$ cat src/rtl/cpt_cfg.svh
`ifndef CPT_CFG_SVH
`define CPT_CFG_SVH

// ----------------------------------------------------------------
// register byte offsets
// ----------------------------------------------------------------
`define CPT_OFS_CARRIER_MODE  8'h00
`define CPT_OFS_CMP_A         8'h04
`define CPT_OFS_CMP_B         8'h08
`define CPT_OFS_CARRIER_CTRL  8'h0C
`define CPT_OFS_PACE_MODE     8'h10
`define CPT_OFS_PACE_CLK      8'h14
`define CPT_OFS_PACE_CMP      8'h18
`define CPT_OFS_PACE_COUNT    8'h1C
`define CPT_OFS_EVT0_MODE     8'h20
`define CPT_OFS_EVT0_CLK      8'h24
`define CPT_OFS_EVT0_CMP      8'h28
`define CPT_OFS_EVT0_COUNT    8'h2C
`define CPT_OFS_IRQ_STATUS    8'h30
`define CPT_OFS_IRQ_ENABLE    8'h34
`define CPT_OFS_IRQ_CLEAR     8'h38

// ----------------------------------------------------------------
// field positions
// ----------------------------------------------------------------
`define CPT_BIT_ENABLE        7
`define CPT_BIT_PWM           6
`define CPT_BIT_LVS           3
`define CPT_BIT_LVR           2
`define CPT_BIT_ALVL          1
`define CPT_BIT_TOE           0
`define CPT_BIT_GATE_BUF      0
`define CPT_BIT_GATE          1
`define CPT_BIT_REMOTE_EN     2
`define CPT_IRQ_CARRIER       0
`define CPT_IRQ_PACE          1
`define CPT_IRQ_STROBE        2
`define CPT_IRQ_EVT0          3

// ----------------------------------------------------------------
// reset values and widths
// ----------------------------------------------------------------
`define CPT_RST_BYTE          8'h00
`define CPT_RST_CMP           8'hFF
`define CPT_IRQ_BITS          4
`define CPT_PRESCALE_BITS     8

`endif

$ cat src/rtl/cpt_pkg.sv
package cpt_pkg;

  // settings of one 8-bit event counter
  typedef struct packed {
    logic       enable;
    logic       pwm;
    logic       active_low;
    logic       toe;
    logic [2:0] clk_sel;
    logic [7:0] cmp;
  } cpt_evt_cfg_t;

  // avalon request as seen by the slave
  typedef struct packed {
    logic [7:0]  address;
    logic        read;
    logic        write;
    logic [31:0] writedata;
  } cpt_bus_req_t;

  typedef enum logic [1:0] {
    CPT_BUS_IDLE = 2'b01,
    CPT_BUS_ACK  = 2'b10
  } cpt_bus_state_t;

  // count clock tick: select k divides the system clock by 2**k
  function automatic logic cpt_tick(input logic [7:0] pre,
                                    input logic [2:0] sel);
    logic [7:0] mask;
    mask = 8'((9'h001 << sel) - 9'h001);
    return (pre & mask) == mask;
  endfunction

endpackage

$ cat src/rtl/cpt_event_counter.sv
`timescale 1ns/1ps
`include "cpt_cfg.svh"

module cpt_event_counter
  import cpt_pkg::*;
(
  input  wire logic         clk,
  input  wire logic         rst_n,
  input  wire cpt_evt_cfg_t cfg,
  input  wire logic [7:0]   prescale,
  input  wire logic         level_set,
  input  wire logic         level_clr,
  output logic [7:0]        count,
  output logic              match,
  output logic              pin
);

  logic       tick;
  logic [7:0] cmp_active;
  logic       hit;

  assign tick = cfg.enable & cpt_tick(prescale, cfg.clk_sel); // RL13
  assign hit  = cfg.pwm ? (count == 8'hFF) : (count == cfg.cmp);

  // ----------------------------------------------------------------
  // counter
  // ----------------------------------------------------------------
  always_ff @(posedge clk)
  begin
    if (!rst_n || !cfg.enable)
      count <= 8'h00;
    else if (tick)
      count <= hit ? 8'h00 : 8'(count + 8'h01);
  end

  always_ff @(posedge clk)
  begin
    if (!rst_n)
      match <= 1'b0;
    else
      match <= tick & hit;
  end

  // pwm compare reloads only at wrap or while disabled, so a rewrite followed by
  // another before the next wrap (one wrap per 256 count clocks) is lost
  always_ff @(posedge clk)
  begin
    if (!rst_n)
      cmp_active <= `CPT_RST_CMP;
    else if (!cfg.enable || (tick && hit))
      cmp_active <= cfg.cmp; // RL15
  end

  // ----------------------------------------------------------------
  // output pin
  // ----------------------------------------------------------------
  always_ff @(posedge clk)
  begin
    if (!rst_n)
      pin <= 1'b0;
    else if (level_set)
      pin <= 1'b1; // RL16
    else if (level_clr)
      pin <= 1'b0; // RL16
    else if (cfg.enable && cfg.toe && cfg.pwm) // RL11 RL14
      pin <= (count < cmp_active) ^ cfg.active_low; // RL12
    else if (cfg.enable && cfg.toe && tick && hit)
      pin <= ~pin;
  end

endmodule

$ cat src/rtl/cpt_top.sv
// The Avalon-MM register port and the address map were left to the implementer.
`timescale 1ns/1ps
`include "cpt_cfg.svh"

// Notes on behaviour
// RL1 - carrier timer counts once its enable set
// RL2 - pacing counter runs while its enable set
// RL3 - first compare after enable uses register A
// RL4 - match A: irq, clear, switch to B
// RL5 - match B: irq, clear, back to A
// RL6 - pacing match resynced to carrier count clock
// RL7 - each strobe copies gate buffer to gate
// RL8 - software refills buffer and compare per strobe
// RL9 - gate high passes carrier to output pin
// RL10 - software sets remote enable and gate buffer
// RL11 - mode bit 6 selects pwm operation
// RL12 - pulse width equals compare; bit 1 polarity
// RL13 - bits 0 to 2 select count clock
// RL14 - mode bit 0 enables pwm pin output
// RL15 - compare rewrites spaced three count clocks (pwm compare here reloads only at wrap, once per 256 count clocks, or while disabled)
// RL16 - bits 2 and 3 force pin level
// RL17 - gate low holds carrier pin inactive
module cpt_top
  import cpt_pkg::*;
(
  input  wire logic        clk,
  input  wire logic        rst_n,
  input  wire logic [7:0]  avs_address,
  input  wire logic        avs_read,
  input  wire logic        avs_write,
  input  wire logic [31:0] avs_writedata,
  output logic [31:0]      avs_readdata,
  output logic             avs_waitrequest,
  output logic             carrier_output_pin,
  output logic             pacing_output_pin,
  output logic             event_timer_output_pin,
  output logic             irq
);

  // ----------------------------------------------------------------
  // declarations
  // ----------------------------------------------------------------
  cpt_bus_req_t   req;
  cpt_bus_state_t bus_state;
  logic           wr_fire;
  logic [31:0]    next_readdata;
  logic [7:0]     prescale;
  logic           carrier_timer_enable, remote_output_enable, use_b;
  logic           carrier_gate_buffer_bit, carrier_gate_bit;
  logic           carrier_tick, carrier_hit, carrier_match_irq;
  logic [2:0]     carrier_clk_sel, pacing_clock_select;
  logic [7:0]     compare_register_a, compare_register_b, carrier_count;
  logic [7:0]     pacing_mode_control, pacing_compare_register, pacing_count;
  logic           pacing_match_irq, strobe_pending, synced_data_strobe;
  logic [7:0]     event_timer_mode_control, event_timer_compare, evt0_count;
  logic [2:0]     count_clock_select_register;
  logic           evt0_match, pace_lvs, pace_lvr, evt0_lvs, evt0_lvr;
  logic [`CPT_IRQ_BITS-1:0] irq_status, irq_enable, irq_events;
  logic [`CPT_IRQ_BITS-1:0] irq_clear, next_irq_status;
  cpt_evt_cfg_t   pacing_cfg, evt0_cfg;

  function automatic cpt_evt_cfg_t make_cfg(input logic [7:0] mode,
                                            input logic [2:0] sel,
                                            input logic [7:0] cmp);
    return '{enable: mode[`CPT_BIT_ENABLE], pwm: mode[`CPT_BIT_PWM],
             active_low: mode[`CPT_BIT_ALVL], toe: mode[`CPT_BIT_TOE],
             clk_sel: sel, cmp: cmp};
  endfunction

  function automatic logic wr_to(input cpt_bus_req_t r,
                                 input logic [7:0] ofs);
    return r.write && (r.address == ofs);
  endfunction

  // ----------------------------------------------------------------
  // avalon slave
  // ----------------------------------------------------------------
  assign req.address   = avs_address;
  assign req.read      = avs_read;
  assign req.write     = avs_write;
  assign req.writedata = avs_writedata;

  // writes land only at the edge that sees waitrequest low
  assign wr_fire = (bus_state == CPT_BUS_ACK) && req.write;

  always_ff @(posedge clk)
  begin
    if (!rst_n)
      bus_state <= CPT_BUS_IDLE;
    else
      case (bus_state)
        CPT_BUS_IDLE:
          if (req.read || req.write)
            bus_state <= CPT_BUS_ACK;
        default:
          bus_state <= CPT_BUS_IDLE;
      endcase
  end

  always_ff @(posedge clk)
  begin
    if (!rst_n)
      avs_waitrequest <= 1'b1;
    else
      avs_waitrequest <= !((bus_state == CPT_BUS_IDLE) &&
                           (req.read || req.write));
  end
  always_comb
  begin
    next_readdata = 32'h0000_0000;
    case (req.address)
      `CPT_OFS_CARRIER_MODE:
      begin
        next_readdata[`CPT_BIT_ENABLE] = carrier_timer_enable;
        next_readdata[2:0]             = carrier_clk_sel;
      end
      `CPT_OFS_CMP_A:      next_readdata[7:0] = compare_register_a;
      `CPT_OFS_CMP_B:      next_readdata[7:0] = compare_register_b;
      `CPT_OFS_CARRIER_CTRL:
      begin
        next_readdata[`CPT_BIT_GATE_BUF]  = carrier_gate_buffer_bit;
        next_readdata[`CPT_BIT_GATE]      = carrier_gate_bit;
        next_readdata[`CPT_BIT_REMOTE_EN] = remote_output_enable;
      end
      `CPT_OFS_PACE_MODE:  next_readdata[7:0] = pacing_mode_control;
      `CPT_OFS_PACE_CLK:   next_readdata[2:0] = pacing_clock_select;
      `CPT_OFS_PACE_CMP:   next_readdata[7:0] = pacing_compare_register;
      `CPT_OFS_PACE_COUNT: next_readdata[7:0] = pacing_count;
      `CPT_OFS_EVT0_MODE:  next_readdata[7:0] = event_timer_mode_control;
      `CPT_OFS_EVT0_CLK:   next_readdata[2:0] = count_clock_select_register;
      `CPT_OFS_EVT0_CMP:   next_readdata[7:0] = event_timer_compare;
      `CPT_OFS_EVT0_COUNT: next_readdata[7:0] = evt0_count;
      `CPT_OFS_IRQ_STATUS: next_readdata[`CPT_IRQ_BITS-1:0] = irq_status;
      `CPT_OFS_IRQ_ENABLE: next_readdata[`CPT_IRQ_BITS-1:0] = irq_enable;
      default:             next_readdata = 32'h0000_0000;
    endcase
  end

  always_ff @(posedge clk)
  begin
    if (!rst_n)
      avs_readdata <= 32'h0000_0000;
    else if ((bus_state == CPT_BUS_IDLE) && req.read)
      avs_readdata <= next_readdata;
  end
  // ----------------------------------------------------------------
  // register writes
  // ----------------------------------------------------------------
  always_ff @(posedge clk)
  begin
    if (!rst_n)
    begin
      carrier_timer_enable <= 1'b0;
      carrier_clk_sel      <= 3'h0;
      compare_register_a   <= `CPT_RST_CMP;
      compare_register_b   <= `CPT_RST_CMP;
    end
    else if (wr_fire)
    begin
      if (wr_to(req, `CPT_OFS_CARRIER_MODE))
      begin
        carrier_timer_enable <= req.writedata[`CPT_BIT_ENABLE];
        carrier_clk_sel      <= req.writedata[2:0];
      end
      if (wr_to(req, `CPT_OFS_CMP_A))
        compare_register_a <= req.writedata[7:0];
      if (wr_to(req, `CPT_OFS_CMP_B))
        compare_register_b <= req.writedata[7:0];
    end
  end
  always_ff @(posedge clk)
  begin
    if (!rst_n)
    begin
      remote_output_enable    <= 1'b0;
      carrier_gate_buffer_bit <= 1'b0;
    end
    else if (wr_fire && wr_to(req, `CPT_OFS_CARRIER_CTRL))
    begin
      remote_output_enable    <= req.writedata[`CPT_BIT_REMOTE_EN];
      carrier_gate_buffer_bit <= req.writedata[`CPT_BIT_GATE_BUF]; // RL8
    end
  end
  always_ff @(posedge clk)
  begin
    if (!rst_n)
    begin
      pacing_mode_control         <= `CPT_RST_BYTE;
      pacing_clock_select         <= 3'h0;
      pacing_compare_register     <= `CPT_RST_CMP;
      event_timer_mode_control    <= `CPT_RST_BYTE;
      count_clock_select_register <= 3'h0;
      event_timer_compare         <= `CPT_RST_CMP;
    end
    else if (wr_fire)
    begin
      if (wr_to(req, `CPT_OFS_PACE_MODE))
        pacing_mode_control <= req.writedata[7:0];
      if (wr_to(req, `CPT_OFS_PACE_CLK))
        pacing_clock_select <= req.writedata[2:0];
      if (wr_to(req, `CPT_OFS_PACE_CMP))
        pacing_compare_register <= req.writedata[7:0];
      if (wr_to(req, `CPT_OFS_EVT0_MODE))
        event_timer_mode_control <= req.writedata[7:0];
      if (wr_to(req, `CPT_OFS_EVT0_CLK))
        count_clock_select_register <= req.writedata[2:0];
      if (wr_to(req, `CPT_OFS_EVT0_CMP))
        event_timer_compare <= req.writedata[7:0];
    end
  end

  // level forcing acts as a one-shot on the mode write
  assign pace_lvs = wr_fire && wr_to(req, `CPT_OFS_PACE_MODE) &&
                    req.writedata[`CPT_BIT_LVS];
  assign pace_lvr = wr_fire && wr_to(req, `CPT_OFS_PACE_MODE) &&
                    req.writedata[`CPT_BIT_LVR];
  assign evt0_lvs = wr_fire && wr_to(req, `CPT_OFS_EVT0_MODE) &&
                    req.writedata[`CPT_BIT_LVS];
  assign evt0_lvr = wr_fire && wr_to(req, `CPT_OFS_EVT0_MODE) &&
                    req.writedata[`CPT_BIT_LVR];

  // ----------------------------------------------------------------
  // prescaler
  // ----------------------------------------------------------------
  always_ff @(posedge clk)
  begin
    if (!rst_n)
      prescale <= 8'h00;
    else
      prescale <= 8'(prescale + 8'h01);
  end

  // ----------------------------------------------------------------
  // carrier timer
  // ----------------------------------------------------------------
  assign carrier_tick = carrier_timer_enable &&
                        cpt_tick(prescale, carrier_clk_sel); // RL1
  assign carrier_hit  = carrier_count ==
                        (use_b ? compare_register_b : compare_register_a);

  always_ff @(posedge clk)
  begin
    if (!rst_n || !carrier_timer_enable)
      carrier_count <= 8'h00;
    else if (carrier_tick)
      carrier_count <= carrier_hit ? 8'h00 : 8'(carrier_count + 8'h01);
  end
  // disabling returns to register A so every start compares A first
  always_ff @(posedge clk)
  begin
    if (!rst_n || !carrier_timer_enable)
      use_b <= 1'b0; // RL3
    else if (carrier_tick && carrier_hit)
      use_b <= ~use_b; // RL4 RL5
  end
  always_ff @(posedge clk)
  begin
    if (!rst_n)
      carrier_match_irq <= 1'b0;
    else
      carrier_match_irq <= carrier_tick && carrier_hit; // RL4 RL5
  end
  // ----------------------------------------------------------------
  // data strobe resync and gate
  // ----------------------------------------------------------------
  // a pacing match waits for the next carrier count clock tick
  always_ff @(posedge clk)
  begin
    if (!rst_n)
      strobe_pending <= 1'b0;
    else if (pacing_match_irq)
      strobe_pending <= 1'b1;
    else if (carrier_tick)
      strobe_pending <= 1'b0;
  end
  always_ff @(posedge clk)
  begin
    if (!rst_n)
      synced_data_strobe <= 1'b0;
    else
      synced_data_strobe <= strobe_pending && carrier_tick; // RL6
  end
  always_ff @(posedge clk)
  begin
    if (!rst_n)
      carrier_gate_bit <= 1'b0;
    else if (synced_data_strobe)
      carrier_gate_bit <= carrier_gate_buffer_bit; // RL7
  end
  // carrier is high through the compare A phase
  always_ff @(posedge clk)
  begin
    if (!rst_n)
      carrier_output_pin <= 1'b0;
    else if (remote_output_enable && carrier_gate_bit &&
             carrier_timer_enable)
      carrier_output_pin <= ~use_b; // RL9
    else
      carrier_output_pin <= 1'b0; // RL17
  end

  // ----------------------------------------------------------------
  // event counters
  // ----------------------------------------------------------------
  assign pacing_cfg = make_cfg(pacing_mode_control, pacing_clock_select,
                               pacing_compare_register); // RL2
  assign evt0_cfg   = make_cfg(event_timer_mode_control,
                               count_clock_select_register,
                               event_timer_compare);

  cpt_event_counter u_pacing (
    .clk       (clk),
    .rst_n     (rst_n),
    .cfg       (pacing_cfg),
    .prescale  (prescale),
    .level_set (pace_lvs),
    .level_clr (pace_lvr),
    .count     (pacing_count),
    .match     (pacing_match_irq),
    .pin       (pacing_output_pin)
  );

  cpt_event_counter u_evt0 (
    .clk       (clk),
    .rst_n     (rst_n),
    .cfg       (evt0_cfg),
    .prescale  (prescale),
    .level_set (evt0_lvs),
    .level_clr (evt0_lvr),
    .count     (evt0_count),
    .match     (evt0_match),
    .pin       (event_timer_output_pin)
  );

  // ----------------------------------------------------------------
  // interrupts
  // ----------------------------------------------------------------
  // bit order follows the status layout: evt0, strobe, pacing, carrier
  assign irq_events = {evt0_match, synced_data_strobe, pacing_match_irq,
                       carrier_match_irq};
  assign irq_clear = (wr_fire && wr_to(req, `CPT_OFS_IRQ_CLEAR)) ?
                     req.writedata[`CPT_IRQ_BITS-1:0] : '0;
  // a new event beats a clear in the same cycle
  assign next_irq_status = (irq_status & ~irq_clear) | irq_events;

  always_ff @(posedge clk)
  begin
    if (!rst_n)
      irq_status <= '0;
    else
      irq_status <= next_irq_status;
  end
  always_ff @(posedge clk)
  begin
    if (!rst_n)
      irq_enable <= '0;
    else if (wr_fire && wr_to(req, `CPT_OFS_IRQ_ENABLE))
      irq_enable <= req.writedata[`CPT_IRQ_BITS-1:0];
  end
  always_ff @(posedge clk)
  begin
    if (!rst_n)
      irq <= 1'b0;
    else
      irq <= |(next_irq_status & irq_enable);
  end

endmodule

$ cat config.mk
export PLATFORM = sky130hd
export DESIGN_NAME = cpt_top
export DESIGN_NICKNAME = d
export VERILOG_FILES = /design/src/rtl/cpt_pkg.sv /design/src/rtl/cpt_event_counter.sv /design/src/rtl/cpt_top.sv
export VERILOG_INCLUDE_DIRS = /design/src /design/src/rtl
export SDC_FILE = /design/constraint.sdc
export NUM_CORES = 1
export LEC_CHECK = 0
export ABC_CLOCK_PERIOD_IN_PS = 3620
export BUFFER_PORTS_ARGS = -buffer_cell sky130_fd_sc_hd__buf_2
export CORE_UTILIZATION = 38
export DETAILED_ROUTE_END_ITERATION = 12
export PLACE_DENSITY = 0.6
export REMOVE_ABC_BUFFERS = 1
export SKIP_LAST_GASP = 1
export SYNTH_ARGS = -nofsm -noshare
export SYNTH_HDL_FRONTEND = slang
export SYNTH_SLANG_ARGS = --single-unit
$ cat constraint.sdc
create_clock -name clk -period 3.62 [get_ports clk]
set_clock_uncertainty 0.15 [all_clocks]
set_input_delay 1.086 -clock clk [delete_from_list [all_inputs] [get_ports clk]]
set_output_delay 1.086 -clock clk [all_outputs]
set_load 0.1 [all_outputs]
==> metrics.txt, run 1 <==
CTS H-tree depth 4; Mapped Cells 926; Async S/R FF share, synth 0; RSZ-0062 raised after global routing false; antenna-violating nets left 0; worst reg2reg setup slack about 0.66 ns; Seq cells post-synth roughly 140; Worst-Skew Late Latency between 0.4 and 0.5 ns; synth unique cells a little under 70; max_slew headroom 0.565; area of the mapped netlist between 7000 and 8000 um^2; Hold Path End event_timer_mode_control[5]; dpl hpwl approximately 16,000 um; CTS tree yes; fin cells 1,226; register area share after synthesis 0.372; Sw Pwr 0.958 mW; crit path launch type flop; Clock Tree Root clkbuf_16; setup tns final 0 ns; total global routing overflow 0; mean post-synth cell area 7.96 um^2; Int Power 2.54 mW; Gate power share 0.090; first-pass GRT wire length between 30,000 and 40,000 um; Max Fclk 338 MHz; vias per cell approximately 5.4; clock share of power 0.472; DRC viols 0; Reg clk slew, reported paths about 0.06 ns; Slew Viols, Final 0; Crit Path Max Fanout 8; Row Count 50; core area about 19,000 um^2; P_leak 3.37 nW; Die ar. between 15,000 and 20,000 um^2; Top Ports around 80; Most used DFF post-synth dfxtp_1; crit end category flop; EDFF count, synth 0; Final nets 1,017; P&R area growth vs syn 12.9%; period utilization 0.817; count leader, synth nand2_1; clk sinks 137; P per Cell Area 421 nW/um^2; Worst Tran Pin Value roughly 0.65 ns; YS warnings 0; WL final ~22,000 um; Initial DRC Count about 580; Setup Buffers After CTS 0; vias in the first global route roughly 6,000; antenna cell count 0; top cells by count, synth nand2_1, dfxtp_1, nor2_1; Worst Hold Class flop to flop; starting density of the core 0.391; total power 3.50 mW; Die W between 100 and 150 um; initial antenna violation count 0; post-route cell area slightly above 8000 um^2; IO buf count 32; VDD IR max roughly 0.00045 V; DP Cell Count 1,194; hold-fix buffer count after cts 0; Fill cells about 1,900; worst reg2reg path endpoint carrier_count[4]; max cap viols 0; Vias approximately 6,600; CTS-repair resized insts 0; Reg power frac 0.438; Crit Path Class flop to flop; fin crit period 2.96 ns; Clock Path Buffers 2; share of layout cells above drive strength 1 0.118; setup violators final 0; CTS Buf Count 17; status complete, no violations; total track usage 0.235; WL per Instance between 15 and 20 um; largest net degree at the start of global routing between 40 and 50; Yosys top cell area share 0.372; hold_sp event_timer_mode_control[5]; TritonRoute pass-1 iters 5; endpoints failing hold 0; start of the worst register-to-register path carrier_clk_sel[0]; main area contributors after synthesis dfxtp_1, nand2_1, nor2_1; routability cong. 0.968; Crit path required time ~3.8 ns; crit path DAT between 3 and 4 ns; Sw Ratio 0.274; worst r2r path cells 9; hold depth 2; dpl cell area roughly 7800 um^2; die height 141 um; area leader, netlist dfxtp_1
## cell families (layout without fill, tap and decap cells)
| logic type | after synthesis | in the layout | synth area share |
|---|---|---|---|
| and+or+nand+nor | 406 | 406 | 0.258 |
| AOI/OAI and AO/OA | 179 | 179 | 0.155 |
| DFF | 137 | 137 | 0.372 |
| buffers and inverters | 99 | 116 | 0.0661 |
| xor gates and xnor gates | 45 | 45 | 0.0535 |
| muxes | 39 | 39 | 0.0606 |
| adders and majority gates | 20 | 20 | 0.0340 |
| other | 1 | 24 | 0.000509 |
## power by group through the flow
stage	Combinational (mW)	Clock, mW	Sequential [mW]
6_report	0.316	1.65	1.53
5_1_grt	0.328	1.75	1.53
4_1_cts	0.312	1.68	1.53
3_5_place_dp	0.311	0	1.56
3_3_place_gp	0.312	0	1.56
2_1_floorplan	0.166	0	1.60
## metal layers
metal | track usage | routed length, um | vias to the layer above
met3 | 0.0445 | 1350 | 31
met5 | 0 | 0 | -
li1 | - | - | 3268
met4 | 0.0789 | 454 | 0
met1 | 0.325 | 10600 | 3124
met2 | 0.366 | 10100 | 209
## layout make-up
type	count	area, um^2	share of cell area
Multi-Input combinational cell	713	4230	0.508
Sequential cell	137	2740	0.330
Clock buffer	19	453	0.0544
Timing Repair Buffer	61	378	0.0454
Tap cell	260	325	0.0391
Clock inverter	13	104	0.0125
Inverter	23	86.3	0.0104
## state kept, by name (all words and copies together), names as in the netlist, 2 cells and up
signal / count
avs_readdata: 8
carrier_count: 8
compare_register_a: 8
compare_register_b: 8
event_timer_compare: 8
event_timer_mode_control: 8
pacing_compare_register: 8
pacing_mode_control: 8
u_evt0.cmp_active: 8
u_evt0.count: 8
u_pacing.cmp_active: 8
u_pacing.count: 8
prescale: 7
irq_enable: 4
irq_status: 4
carrier_clk_sel: 3
count_clock_select_register: 3
pacing_clock_select: 3
bus_state: 2
## worst max-delay path, stage by stage, from the launching register on
cell and delay, ns:
dfxtp_1 0.40, or3_4 0.42, ha_1 0.29, and2_0 0.18
o21ai_0 0.14, a21oi_1 0.21, nor4_4 0.43, nand3_1 0.32
nand3_1 0.24, nor2_1 0.07
## how the worst max path moves through the flow
stage                                    from                    to  depth (start not counted)
2_1_floorplan  count_clock_select_register[2]  u_evt0.cmp_active[0]                          8
3_3_place_gp                   avs_address[2]                   irq                          8
3_5_place_dp                   avs_address[2]                   irq                          8
4_1_cts                    carrier_clk_sel[0]      carrier_count[4]                          9
5_1_grt                    carrier_clk_sel[0]      carrier_count[5]                          9
6_report                   carrier_clk_sel[0]      carrier_count[4]                          9
## metrics by stage
step	setup slack [ns]	hold slack, ns	util
detailed placement	0.454	0.302	0.412
CTS	0.653	0.311	0.442
global placement	0.463	0.301	0.412
finish	0.661	0.310	0.442
global route	0.473	0.347	0.442
floorplan	-0.138	0.276	-
## layout by cell type, fill, tap and decap left out, drive strengths merged, types with 6 or more instances in the layout
| cell type | Yosys | final |
|---|---|---|
| clkinv | 0 | 8 |
| xnor2 | 23 | 23 |
| a31oi | 7 | 7 |
| and2 | 8 | 8 |
| a22oi | 16 | 16 |
| and3 | 9 | 9 |
| ha | 20 | 20 |
| dfxtp | 137 | 137 |
| nand2 | 167 | 167 |
| nand3 | 59 | 59 |
| o21ai | 36 | 36 |
| nor3 | 18 | 18 |
| nand4 | 18 | 18 |
| buf | 36 | 61 |
| nor2b | 6 | 6 |
| a21oi | 53 | 53 |
| mux2i | 30 | 30 |
| o22ai | 6 | 6 |
| xor2 | 22 | 22 |
| o211ai | 24 | 24 |
| nor4 | 6 | 6 |
| inv | 23 | 23 |
| nor2 | 86 | 86 |
| conb | 1 | 24 |
| clkbuf | 40 | 19 |
No activity file was read; power rests on OpenSTA's default activity.
==> run 2: changes to the inputs <==
- ABC_CLOCK_PERIOD_IN_PS: 3620 -> 2630
- PLACE_DENSITY: 0.6 -> 0.62
- clock period: 3.62 -> 2.63 ns (I/O delays scaled with it)
==> metrics.txt, run 2 (synthesis gave the netlist of run 1 again) <==
status complete, no violations; RSZ-0062 raised after global routing true; Clock Tree Root clkbuf_16; endpoints failing hold 0 (unchanged); Initial DRC Count 665 (+16%); starting density of the core 0.391 (unchanged); setup violators final 0 (unchanged); dpl hpwl 17,100 um (+4.2%); Final nets 1,083 (+6.5%); Crit Path Max Fanout 3 (-5); max cap viols 0 (unchanged); CTS tree yes; total track usage 0.239 (+0.00383); Clock Path Buffers 2 (unchanged); vias per cell 5.45 (+0.78%); largest net degree at the start of global routing 49 (+17%); P&R area growth vs syn 21.5%; Vias 7,049 (+6.3%); DRC viols 0 (unchanged); P_leak 3.74 nW (+11%); crit path DAT 2.74 ns (-0.39 ns); Die ar. 19,900 um^2 (unchanged); post-route cell area 8950 um^2 (+7.5%); IO buf count 32 (unchanged); Crit Path Class flop to flop; crit end category flop; share of layout cells above drive strength 1 0.183 (+0.0651); CTS H-tree depth 4 (unchanged); dpl cell area 8290 um^2 (+6.8%); setup tns final 0 ns (unchanged); core area 18,800 um^2 (unchanged); routability cong. 0.956 (-1.3%); commonest non-fill, non-tap cell in the layout nand2_1; total global routing overflow 0 (unchanged); Row Count 50 (unchanged); vias in the first global route 6,470 (+7.9%); Max Fclk 388 MHz (+15%); max_slew headroom 0.634 (+0.0688); Worst Tran Pin Value 0.544 ns (-0.102 ns); most frequent cells in the layout nand2_1, dfxtp_1, buf_4; Die W 141 um (unchanged); Reg clk slew, reported paths 0.06 ns (about the same); antenna-violating nets left 0 (unchanged); period utilization 0.980 (+0.163); Setup WS post-layout 0.0520 ns (-0.610 ns); crit path launch type flop; Crit path required time 2.79 ns (-1.00 ns); die height 141 um (unchanged); initial antenna violation count 1 (+1); CTS Buf Count 17 (unchanged); Slew Viols, Final 0 (unchanged); first-pass GRT wire length 35,900 um (+1.9%); hold-fix buffer count after cts 0 (unchanged); Top Ports 81 (unchanged); Worst Hold Class flop to flop; dpl ws -0.0419 ns (-0.496 ns); TritonRoute pass-1 iters 5 (unchanged); clk sinks 137 (unchanged); VDD IR max 0.000406 V (-9.2%); P per Cell Area 553 nW/um^2 (+31%); Worst-Skew Late Latency 0.43 ns (about the same); WL per Instance 17.9 um (-2.1%); fin crit period 2.58 ns (-0.380 ns); WL final 23,200 um (+3.2%)
-- run 2: changes by cell type in the layout (fill, tap and decap cells not counted), moves of 3 or more --
cell	delta
buf_4	+63
buf_12	+3
clkbuf_1	+3
clkinvlp_4	-3
dfxtp_1	-3
dfxtp_2	+3
-- run 2: cell type report --
class	instances	area (um^2)
clock inverters	8	92.6
diodes	1	2.50
repair buffers	127	911
flip-flops and latches	137	2750
clock buffers	24	492
well taps	260	325
fillers	1852	9880
multi-input cells	713	4290
inverters	23	86.3
-- run 2: worst paths after layout --
path                                          from               end  slack [ns]  cells past startpoint
worst max-delay path            carrier_clk_sel[2]  carrier_count[6]        0.05                      9
worst min-delay path               avs_readdata[2]   avs_readdata[2]        0.30                      2
worst max register to register  carrier_clk_sel[2]  carrier_count[6]        0.05                      9
worst min register to register     avs_readdata[2]   avs_readdata[2]        0.30                      2
-- run 2: through the flow --
stage	util	hold slack, ns	total power [mW]	cells
CTS	0.472	0.309	4.99	1292
global placement	0.440	0.298	2.62	1259
floorplan	-	0.276	2.44	873
detailed placement	0.440	0.300	2.62	1259
global route	0.475	0.338	5.12	1292
finish	0.475	0.304	4.95	1293
-- run 2: power breakdown --
group	leakage [nW]	total, mW	switching, mW	internal [mW]
Combinational	2.34	0.476	0.375	0.101
Sequential	1.11	2.10	0.0121	2.09
Clock	0.290	2.37	0.880	1.49
Total	3.74	4.95	1.27	3.68
-- run 2: worst max-delay path, cell delays in order, from the launching register on --
cell and delay, ns:
dfxtp_2 0.32, or3_4 0.40, ha_4 0.28, o21ai_2 0.04, a221o_1 0.32, or3_4 0.38
nor3_4 0.23, buf_4 0.14, and3_4 0.17, nor3_2 0.03
-- run 2: per-layer routing --
metal,share of wire,global-route usage,up-vias
li1,-,-,3409
met1,0.44,0.319,3291
met5,0,0,-
met2,0.46,0.380,302
met4,0.025,0.0910,0
met3,0.075,0.0469,47
-- run 2: repair_timing --
action | 4_1_cts | 5_1_grt
setup buffers | 1 | 0
endpoints found under the hold margin | 0 | 0
resized for setup | 0 | 16
pin swaps | 1 | 6
endpoints found under the setup margin | 1 | 23
==> run 3: changes to the inputs <==
- ABC_CLOCK_PERIOD_IN_PS: 2630 -> 2350
- BUFFER_PORTS_ARGS: -buffer_cell sky130_fd_sc_hd__buf_2 -> -buffer_cell sky130_fd_sc_hd__buf_4
- PLACE_DENSITY: 0.62 -> 0.61
- SYNTH_HIERARCHICAL: not set -> 1
- clock period: 2.63 -> 2.35 ns (I/O delays scaled with it)
==> metrics.txt, run 3 <==
status finished with violations; failing checks negative setup slack; Clock Tree Root clkbuf_16; max_slew headroom 0.496 (-0.139); max cap viols 0 (unchanged); Setup WS post-layout -0.0630 ns (-0.115 ns); total track usage 0.233 (-0.00569); Die ar. 22,300 um^2 (+12%); clk sinks 137 (unchanged); largest net degree at the start of global routing 26 (-47%); setup violators final 8 (+8); Sw Ratio 0.281 (+0.0251); antenna cell count 0 (-1); Die W 149 um (+5.6%); CTS H-tree depth 4 (unchanged); crit path launch type flop; dpl hpwl 18,300 um (+7.2%); vias in the first global route 7,121 (+10%); CTS Buf Count 17 (unchanged); Reg power frac 0.427 (+0.002); total global routing overflow 0 (unchanged); die height 149 um (+5.6%); Sw Pwr 1.54 mW (+22%); commonest non-fill, non-tap cell in the layout buf_4; DP Cell Count 1,339 (+6.4%); Reg clk slew, reported paths 0.07 ns (about the same); vias per cell 5.55 (+1.9%); YS warnings 6 (+6); IO buf count 32 (unchanged); CTS tree yes; mean post-synth cell area 8.64 um^2 (+8.6%); first-pass GRT wire length 39,600 um (+10%); crit path DAT 2.63 ns (-0.11 ns); Crit Path Class flop to flop; P_leak 4.62 nW (+24%); crit end category flop; hold-fix buffer count after cts 0 (unchanged); fin cells 1,381 (+6.8%); Slew Viols, Final 0 (unchanged); Top Ports 81 (unchanged); Gate power share 0.093 (-0.003); slowest stage delay, CP 0.55 ns (+0.15 ns); top cell family by delay on the critical path simple AND/OR/NAND/NOR gates; critical-path cell list nor3_4 -> inv_1 -> ha_2 -> or4b_1 -> o41ai_4 -> a211o_4 -> or4_1 -> a21oi_2; routability cong. 0.932 (-2.5%); Crit-path slowest cell or4_1; Int Power 3.95 mW (+7.2%); Worst Path Buf+Inv 1 (unchanged); most frequent cells in the layout buf_4, dfxtp_1, nand2_1; Row Count 53 (+6.0%); WL per Instance 18.6 um (+3.9%); Sequential Area 2770 um^2 (+0.77%); Final nets 1,158 (+6.9%); TritonRoute pass-1 iters 5 (unchanged); Initial DRC Count 653 (-1.8%); antenna-violating nets left 0 (unchanged); WL final 25,700 um (+11%); Fill cells 2,043 (+10%); initial antenna violation count 0 (-1); Crit path required time 2.57 ns (-0.22 ns); VDD IR max 0.000381 V (-6.2%); P per Cell Area 527 nW/um^2 (-4.6%); clock share of power 0.480 (+0.002); dpl cell area 9540 um^2 (+15%); period utilization 1.03 (+0.0466); area of the mapped netlist 8230 um^2 (+12%); setup tns final -0.286 ns (-0.286 ns); Mapped Cells 953 (+2.9%); post-route cell area 10,400 um^2 (+16%); RSZ-0062 raised after global routing true; Crit Path Max Fanout 7 (+4); core area 21,200 um^2 (+12%); endpoints failing hold 0 (unchanged); share of layout cells above drive strength 1 0.258 (+0.0745); Worst Hold Class flop to flop; DRC viols 0 (unchanged); multi-input logic area 5080 um^2 (+18%); Vias 7,669 (+8.8%); Max Fclk 414 MHz (+6.8%); Worst Tran Pin Value 0.753 ns (+0.210 ns); starting density of the core 0.389 (-0.00204); P&R area growth vs syn 26.5%; fin crit period 2.41 ns (-0.165 ns); Worst-Skew Late Latency 0.43 ns (about the same); total power 5.49 mW (+11%); Clock Path Buffers 2 (unchanged)
run 3: power by group through the flow:
| stage | clock [mW] | sequential, mW | combinational, mW |
|---|---|---|---|
| floorplan | 0 | 2.42 | 0.261 |
| global placement | 0 | 2.40 | 0.504 |
| detailed placement | 0 | 2.40 | 0.505 |
| CTS | 2.66 | 2.35 | 0.506 |
| global route | 2.78 | 2.34 | 0.533 |
| finish | 2.63 | 2.34 | 0.513 |
run 3: area by class of cell:
class                   count  share of cell area
clock buffers              18              0.0412
repair buffers            179               0.140
flip-flops and latches    137               0.266
inverters                  52              0.0187
well taps                 275              0.0330
clock inverters            14              0.0133
multi-input cells         706               0.488
run 3: worst reg2reg max path, cell delays in order (launching register included):
cell and delay (ns):
dfxtp_4 0.36, nor3_4 0.18, inv_1 0.06, ha_2 0.18, or4b_1 0.21, o41ai_4 0.11, a211o_4 0.41, or4_1 0.56
a21oi_2 0.14
run 3: per-layer routing:
metal	vias to the layer above	track usage	wire length, um
met5	-	0	0
met4	0	0.0770	658
met3	43	0.0434	1460
met2	242	0.365	11800
met1	3671	0.321	11800
li1	3713	-	-
run 3: timing repair:
| item | CTS | global route |
|---|---|---|
| setup endpoints to repair | 14 | 45 |
| endpoints found under the hold margin | 0 | 0 |
| buffers inserted | 4 | 5 |
| pin swaps | 9 | 16 |
| cloned | 1 | 1 |
| gates resized for setup | 11 | 46 |
run 3: worst paths after layout:
check | from | end | slack (ns) | cells past startpoint
worst max-delay path | carrier_clk_sel[1] | carrier_count[3] | -0.06 | 8
worst min-delay path | avs_readdata[2] | avs_readdata[2] | 0.29 | 2
worst max register to register | carrier_clk_sel[1] | carrier_count[3] | -0.06 | 8
worst min register to register | avs_readdata[2] | avs_readdata[2] | 0.29 | 2
run 3: through the flow:
stage          hold WS (ns)  utilization  worst slack, ns
2_1_floorplan         0.259            -           -0.609
3_3_place_gp          0.272        0.451           -0.153
3_5_place_dp          0.279        0.451           -0.198
4_1_cts               0.288        0.481          -0.0294
5_1_grt               0.311        0.492           -0.169
6_report              0.291        0.492          -0.0630
